[src/common/aacp_pkg.sv]
// constants for the ambient adc parameter bank and its visible sequencer
// assumes an apb master on pclk at 100 MHz; adc clock base period 50 ns
package aacp_pkg;
  localparam logic [11:0] AACP_OFS_IR_SEL = 12'h00e;
  localparam logic [11:0] AACP_OFS_AUX_SEL = 12'h00f;
  localparam logic [11:0] AACP_OFS_REC = 12'h010;
  localparam logic [11:0] AACP_OFS_GAIN = 12'h011;
  localparam logic [11:0] AACP_OFS_RANGE = 12'h012;
  localparam logic [11:0] AACP_OFS_CTRL = 12'h020;
  localparam logic [11:0] AACP_OFS_STATUS = 12'h024;
  localparam logic [7:0] AACP_RST_IR_SEL = 8'h00;
  localparam logic [7:0] AACP_RST_AUX_SEL = 8'h65;
  localparam logic [7:0] AACP_RST_REC = 8'h70;
  localparam logic [7:0] AACP_RST_GAIN = 8'h00;
  localparam logic [7:0] AACP_RST_RANGE = 8'h00;
  localparam logic [7:0] AACP_IR_SMALL = 8'h00;
  localparam logic [7:0] AACP_IR_LARGE = 8'h03;
  localparam logic [7:0] AACP_AUX_TEMP = 8'h65;
  localparam logic [7:0] AACP_AUX_VDD = 8'h75;
  localparam int AACP_REC_LSB = 4;
  localparam int AACP_RANGE_BIT = 5;
  localparam logic [7:0] AACP_REC_MASK = 8'h70;
  localparam logic [7:0] AACP_GAIN_MASK = 8'h07;
  localparam logic [7:0] AACP_RANGE_MASK = 8'h20;
  localparam int AACP_CLK_MHZ = 100;
  localparam int AACP_ADC_BASE_NS = 50;
  localparam int AACP_ADC_DIV = (AACP_ADC_BASE_NS * AACP_CLK_MHZ) / 1000;
  localparam int AACP_INT_CLOCKS = 16;
  typedef enum logic [1:0] {AACP_IDLE, AACP_RECOVER, AACP_INTEGRATE} aacp_state_t;
endpackage : aacp_pkg

[src/verilog/aacp_adc_tick.sv]
// adc clock enable: base tick every 50 ns, then divided by 2^gain
// assumes gain stays steady while a conversion runs
`timescale 1ns/100ps
module aacp_adc_tick
  import aacp_pkg::*;
(
  input wire logic pclk,
  input wire logic presetn,
  input wire logic run,
  input wire logic [2:0] gain,
  output logic tick
);
  logic [2:0] base_cnt;
  logic [6:0] div_cnt;
  logic base;
  assign base = (base_cnt == 3'(AACP_ADC_DIV - 1));
  always_ff @(posedge pclk or negedge presetn)
  begin
    if (!presetn)
      base_cnt <= 3'h0;
    else if (!run || base)
      base_cnt <= 3'h0;
    else
      base_cnt <= base_cnt + 3'h1;
  end
  // divide by 2^gain
  always_ff @(posedge pclk or negedge presetn)
  begin
    if (!presetn)
    begin
      div_cnt <= 7'h00;
      tick <= 1'b0;
    end
    else if (!run)
    begin
      div_cnt <= 7'h00;
      tick <= 1'b0;
    end
    else
    begin
      tick <= 1'b0;
      if (base)
      begin
        if (div_cnt == ((7'h01 << gain) - 7'h01))
        begin
          div_cnt <= 7'h00;
          tick <= 1'b1;
        end
        else
          div_cnt <= div_cnt + 7'h01;
      end
    end
  end
endmodule : aacp_adc_tick

[src/verilog/aacp_bank.sv]
// parameter bank with apb slave and visible-channel conversion sequencer
// assumes synchronous apb master on pclk; adc front end is outside
//
// Implementation choice: the APB slave port.
`timescale 1ns/100ps
module aacp_bank
  import aacp_pkg::*;
(
  input wire logic pclk,
  input wire logic presetn,
  input wire logic psel,
  input wire logic penable,
  input wire logic pwrite,
  input wire logic [11:0] paddr,
  input wire logic [31:0] pwdata,
  output logic [31:0] prdata,
  output logic pready,
  output logic pslverr,
  output logic [7:0] ir_ambient_input_select,
  output logic [7:0] auxiliary_input_select,
  output logic aux_ground_reference,
  output logic [2:0] visible_gain_exponent,
  output logic visible_high_range_select,
  output logic adc_clock_enable,
  output logic vis_recovering,
  output logic vis_integrating,
  output logic vis_done
);
  ////////////////////////////////////////////////////////////////////////////
  logic [7:0] rec_reg;
  logic [7:0] gain_reg;
  logic [7:0] range_reg;
  logic [7:0] ir_reg;
  logic [7:0] aux_reg;
  logic start;
  logic busy;
  logic [15:0] conv_count;
  aacp_state_t state;
  logic [9:0] wait_cnt;
  logic tick;
  logic wr;
  logic rd;
  logic [31:0] next_prdata;
  logic next_err;

  function automatic logic [9:0] rec_clocks(input logic [2:0] code);
    // 000 gives 1, else 2^(code+2)-1; sum kept 4 bits so code 7 cannot wrap
    rec_clocks = (code == 3'h0) ? 10'h001
      : ((10'h001 << (4'(code) + 4'h2)) - 10'h001);
  endfunction : rec_clocks

  // offsets are word indexes; one aligned word per register
  function automatic logic [11:0] badr(input logic [11:0] ofs);
    badr = {ofs[9:0], 2'b00};
  endfunction : badr

  function automatic logic mapped(input logic [11:0] a);
    mapped = (a == badr(AACP_OFS_IR_SEL)) || (a == badr(AACP_OFS_AUX_SEL))
      || (a == badr(AACP_OFS_REC)) || (a == badr(AACP_OFS_GAIN))
      || (a == badr(AACP_OFS_RANGE)) || (a == badr(AACP_OFS_CTRL))
      || (a == badr(AACP_OFS_STATUS));
  endfunction : mapped

  ////////////////////////////////////////////////////////////////////////////
  // bus answers in the access cycle: no wait states
  assign wr = psel && penable && pwrite && mapped(paddr);
  assign rd = psel && !penable && !pwrite;

  always_ff @(posedge pclk or negedge presetn)
  begin
    if (!presetn)
    begin
      ir_reg <= AACP_RST_IR_SEL;
      aux_reg <= AACP_RST_AUX_SEL;
      rec_reg <= AACP_RST_REC;
      gain_reg <= AACP_RST_GAIN;
      range_reg <= AACP_RST_RANGE;
    end
    else if (wr)
    begin
      case (paddr)
        badr(AACP_OFS_IR_SEL): ir_reg <= pwdata[7:0];
        badr(AACP_OFS_AUX_SEL): aux_reg <= pwdata[7:0];
        // reserved bits held at zero whatever is written
        badr(AACP_OFS_REC): rec_reg <= pwdata[7:0] & AACP_REC_MASK;
        badr(AACP_OFS_GAIN): gain_reg <= pwdata[7:0] & AACP_GAIN_MASK;
        badr(AACP_OFS_RANGE): range_reg <= pwdata[7:0] & AACP_RANGE_MASK;
        default: ;
      endcase
    end
  end

  assign start = wr && (paddr == badr(AACP_OFS_CTRL)) && pwdata[0] && !busy;

  always_comb
  begin
    next_err = psel && !penable && !mapped(paddr);
    case (paddr)
      badr(AACP_OFS_IR_SEL): next_prdata = {24'h00_0000, ir_reg};
      badr(AACP_OFS_AUX_SEL): next_prdata = {24'h00_0000, aux_reg};
      badr(AACP_OFS_REC): next_prdata = {24'h00_0000, rec_reg};
      badr(AACP_OFS_GAIN): next_prdata = {24'h00_0000, gain_reg};
      badr(AACP_OFS_RANGE): next_prdata = {24'h00_0000, range_reg};
      badr(AACP_OFS_STATUS): next_prdata = {conv_count, 14'h0000, busy, 1'b0};
      default: next_prdata = 32'h0000_0000;
    endcase
  end

  always_ff @(posedge pclk or negedge presetn)
  begin
    if (!presetn)
    begin
      prdata <= 32'h0000_0000;
      pslverr <= 1'b0;
      pready <= 1'b0;
    end
    else
    begin
      prdata <= rd ? next_prdata : 32'h0000_0000;
      pslverr <= next_err;
      pready <= psel && !penable;
    end
  end

  ////////////////////////////////////////////////////////////////////////////
  // configuration driven to the adc front end
  always_ff @(posedge pclk or negedge presetn)
  begin
    if (!presetn)
    begin
      ir_ambient_input_select <= AACP_RST_IR_SEL;
      auxiliary_input_select <= AACP_RST_AUX_SEL;
      aux_ground_reference <= 1'b0;
      visible_gain_exponent <= AACP_RST_GAIN[2:0];
      visible_high_range_select <= AACP_RST_RANGE[AACP_RANGE_BIT];
    end
    else
    begin
      aux_ground_reference <= 1'b1;
      // copies load at the write edge itself, the same edge as the bank registers
      if (wr && (paddr == badr(AACP_OFS_IR_SEL)))
        ir_ambient_input_select <= pwdata[7:0];
      if (wr && (paddr == badr(AACP_OFS_AUX_SEL)))
        auxiliary_input_select <= pwdata[7:0];
      if (wr && (paddr == badr(AACP_OFS_GAIN)))
        visible_gain_exponent <= pwdata[2:0];
      if (wr && (paddr == badr(AACP_OFS_RANGE)))
        visible_high_range_select <= pwdata[AACP_RANGE_BIT];
    end
  end

  ////////////////////////////////////////////////////////////////////////////
  // visible conversion: recovery wait then integration, both on the
  // divided adc clock so gain stretches both; gain writes still land while busy
  assign busy = (state != AACP_IDLE);

  aacp_adc_tick u_tick (
    .pclk(pclk),
    .presetn(presetn),
    .run(busy),
    .gain(gain_reg[2:0]),
    .tick(tick)
  );

  always_ff @(posedge pclk or negedge presetn)
  begin
    if (!presetn)
    begin
      state <= AACP_IDLE;
      wait_cnt <= 10'h000;
      conv_count <= 16'h0000;
    end
    else
    begin
      case (state)
        AACP_IDLE:
        begin
          if (start)
          begin
            state <= AACP_RECOVER;
            wait_cnt <= rec_clocks(rec_reg[AACP_REC_LSB +: 3]);
          end
        end
        AACP_RECOVER:
        begin
          if (tick)
          begin
            if (wait_cnt == 10'h001)
            begin
              state <= AACP_INTEGRATE;
              wait_cnt <= 10'(AACP_INT_CLOCKS);
            end
            else
              wait_cnt <= wait_cnt - 10'h001;
          end
        end
        AACP_INTEGRATE:
        begin
          if (tick)
          begin
            if (wait_cnt == 10'h001)
            begin
              state <= AACP_IDLE;
              conv_count <= conv_count + 16'h0001;
            end
            else
              wait_cnt <= wait_cnt - 10'h001;
          end
        end
        default: state <= AACP_IDLE;
      endcase
    end
  end

  always_ff @(posedge pclk or negedge presetn)
  begin
    if (!presetn)
    begin
      adc_clock_enable <= 1'b0;
      vis_recovering <= 1'b0;
      vis_integrating <= 1'b0;
      vis_done <= 1'b0;
    end
    else
    begin
      adc_clock_enable <= tick;
      vis_recovering <= (state == AACP_RECOVER);
      vis_integrating <= (state == AACP_INTEGRATE);
      vis_done <= (state == AACP_INTEGRATE) && tick && (wait_cnt == 10'h001);
    end
  end
endmodule : aacp_bank

[config.mk]
export PLATFORM = sky130hd
export DESIGN_NAME = aacp_bank
export DESIGN_NICKNAME = d
export VERILOG_FILES = /design/src/common/aacp_pkg.sv /design/src/verilog/aacp_adc_tick.sv /design/src/verilog/aacp_bank.sv
export SDC_FILE = /design/constraint.sdc
export NUM_CORES = 1
export LEC_CHECK = 0
export ABC_AREA = 1
export BUFFER_PORTS_ARGS = -buffer_cell sky130_fd_sc_hd__clkbuf_2
export CORE_MARGIN = 3
export CORE_UTILIZATION = 40
export DETAILED_ROUTE_END_ITERATION = 8
export PLACE_DENSITY = 0.66
export SLEW_MARGIN = 40
export SYNTH_ARGS = -nofsm -noshare
export SYNTH_HDL_FRONTEND = slang
export SYNTH_SLANG_ARGS = --single-unit
[constraint.sdc]
create_clock -name pclk -period 2.6 [get_ports pclk]
set_input_delay 0.65 -clock pclk [delete_from_list [all_inputs] [get_ports pclk]]
set_output_delay 0.65 -clock pclk [all_outputs]
set_load 0.005 [all_outputs]
==> impl_metrics.tcl <==
set metrics [dict create \
    crit_path_cell_trace "inv_1, ha_1, nor2_1, inv_1, nor2_1, inv_1, ha_1, nand2_1, xnor2_1, o22ai_1, nand2_1, nand2_1" \
    synthTopCellsByArea "dfrtp_1 41%, nand2_1 12%, inv_1 5.1%, xor2_1 5.0%, ha_1 4.3%" \
    clk_latency_ps 360 \
    synth_top_family_by_area "simple AND/OR/NAND/NOR gates" \
    syn_avg_cell_area_um2 8.15 \
    cts_buffers 9 \
    yosysSeqAreaShare_pct 44.5 \
    htree_levels 3 \
    largest_reg_flops 24 \
    fin_crit_sh_pct 89.3 \
    grtUsageTotal_pct 17.2 \
    worst_pin_slew_ps 577 \
    crit_path_top_delay_cell "dfstp_2" \
    fin_cells 900 \
    leakagePower_nw 3.16 \
    combPwrFrac_pct 26.3 \
    placed_area_um2 5800 \
    cts_resized 0 \
    synthMuxAreaShare_pct 0 \
    postRouteAntennaNets 0 \
    clockPowerShare_pct 32.3 \
    start_kind "register" \
    gp_congestion 0.900 \
    ir_drop_mv 0.413 \
    relSlewSlack_pct 61.6 \
    wl_um 11900 \
    placed_cells 884 \
    endpoint_kind "register" \
    nNetsFinal 790 \
    switching_power_w 0.00135 \
    synth_compound_area_share_pct 4.31 \
    fin_util_pct 47.8 \
    synth_most_common_cell "nand2_1" \
    hold_path.class "primary input to async pin" \
    top_regs "prdata: 24 flops, conv_count: 16 flops, wait_cnt: 10 flops" \
    grt_pass1_vias 4379 \
    yosys_warnings 0 \
    synthAdderAreaFrac_pct 4.29 \
    top_register "prdata" \
    worst_slack_ps 279 \
    worst-setup-path-type "register to register" \
    clk_path_buf_depth 2 \
    overflow 0 \
    switching_share_pct 34.4 \
    synth.distinct_cells 40 \
    power_frac_seq_pct 41.5 \
    synth_top_area_share_pct 41.0 \
    ctsHoldBuffers 0 \
    drcViolationCount 0 \
    netlist_area_um2 5260 \
    setup_violations 0 \
    seq_area_um2 2340 \
    critPathArrivalTime_ps 2570 \
    critPathRequiredTime_ps 2850 \
    vias 4460 \
    root_buffer "clkbuf_16" \
    cts_tree "built" \
    syn-instance-count 645 \
    grt_antenna_before_repair 0 \
    die_w_um 121 \
    rsz0062_at_grt "false" \
    synth-simple-area-share_pct 32.3 \
    io_pins 108 \
    hold_viol 0 \
    status "completed" \
    place_ws_ps 295 \
    fin_area_um2 6080 \
    multi_input_area_um2 2500 \
    fmax_ghz 0.431 \
    dieHeight_um 121 \
    synth_seq_cells 93 \
    placementRows 41 \
    nFillCells 1269 \
    yosys_most_used_dff "dfrtp_1" \
    power_density_nw_per_um2 646 \
    max_stage_delay_ps 620 \
    avgRoutedWirePerCell_um 13.2 \
    p_int_w 0.00258 \
    io_buffers 75 \
    clock_skew_ps 12.3 \
    viasPerCell 4.96 \
    synth_edf_count 0 \
    start_util_pct 41.3 \
    drt_first_pass_iters 5 \
    postCtsSetupBuffers 0 \
    grt_pass1_wl_um 20300 \
    min_period_ps 2320 \
    dpl.hpwl_um 8950 \
    grt_max_degree 44 \
    drive_above_1_share_pct 19.1 \
    cap_viol_max_count 0 \
    design.core.area_um2 12700 \
    synth_top_area_cell "dfrtp_1" \
    synth_xor_xnor_area_share_pct 6.00 \
    die_area_um2 14500 \
    fin_tns_setup_ps 0 \
    async_flop_share_pct 100 \
    worst-path-max-fanout 9 \
    clkTransAtPathRegs_ps 70 \
    synth_common_cells "169 x nand2_1, 86 x dfrtp_1, 71 x inv_1, 53 x nor2_1, 36 x nand3_1" \
    drt_iter0_markers 316 \
    cts.sinks 93 \
    area_growth_pct 15.7 \
    drv_slew 0 \
    antenna_cells 0 \
]
[placed cells by master, fill, tap and decap left out, types with 8 or more instances in the layout]
| cell type | n |
|---|---|
| nand2_1 | 169 |
| o22ai_1 | 8 |
| clkbuf_16 | 9 |
| nor3_1 | 33 |
| o21ai_0 | 17 |
| dfrtp_1 | 86 |
| inv_1 | 71 |
| xor2_1 | 30 |
| nand4_1 | 29 |
| inv_2 | 8 |
| conb_1 | 9 |
| nor2_1 | 52 |
| clkbuf_2 | 74 |
| ha_1 | 18 |
| nand3_1 | 36 |
[path summary, 6_finish.rpt]
kind	from	endpoint	slack, ps	cells past startpoint
max	rec_reg[5]	wait_cnt[6]	280	12
min	presetn	prdata[25]	280	1
max reg2reg	rec_reg[5]	wait_cnt[6]	280	12
min reg2reg	u_tick.tick	adc_clock_enable	450	0
max in group asynchronous	presetn	aux_ground_reference	1710	2
min in group pclk	u_tick.tick	adc_clock_enable	450	0
[worst max-delay path: cells and delay by family, from the launching register on]
family,cells,cell delay (ps)
AOI/OAI and AO/OA,1,100
xor gates and xnor gates,1,120
adders and majority gates,2,600
buffers and inverters,3,230
DFF,1,620
and+or+nand+nor,5,560
[cells by family after synthesis]
logic type	after synthesis
AOI/OAI and AO/OA	40
other	2
buffers and inverters	102
and+or+nand+nor	354
xor gates and xnor gates	36
DFF	93
adders and majority gates	18
[power by group through the flow]
stage               Combinational, W  Sequential [W]  Clock (W)
detailed placement           0.00103         0.00166          0
CTS                          0.00104         0.00163    0.00129
global placement             0.00101         0.00165          0
finish                       0.00103         0.00163    0.00127
global route                 0.00119         0.00164    0.00136
floorplan                   0.000803         0.00164          0
[stage by stage]
step | total power (W) | hold WS, ps
after CTS | 0.00396 | 299
final | 0.00393 | 281
after global routing | 0.00420 | 318
after floorplan | 0.00244 | 354
after detailed placement | 0.00269 | 426
after global placement | 0.00266 | 434
[layer usage]
layer | vias to the layer above | track usage (%) | share of wire [%]
li1 | 2208 | - | -
met1 | 2106 | 22.0 | 44
met2 | 127 | 28.6 | 48
met3 | 19 | 3.65 | 5.7
met4 | 0 | 6.73 | 2.0
met5 | - | 0 | 0
[cell type report]
type / instances / area share (%)
well taps: 172 / 3.54
repair buffers: 82 / 7.28
flip-flops and latches: 93 / 38.4
clock buffers: 11 / 3.99
clock inverters: 5 / 0.700
multi-input cells: 457 / 41.1
inverters: 80 / 4.94
Note: power is estimated with default switching activity, not from simulation.
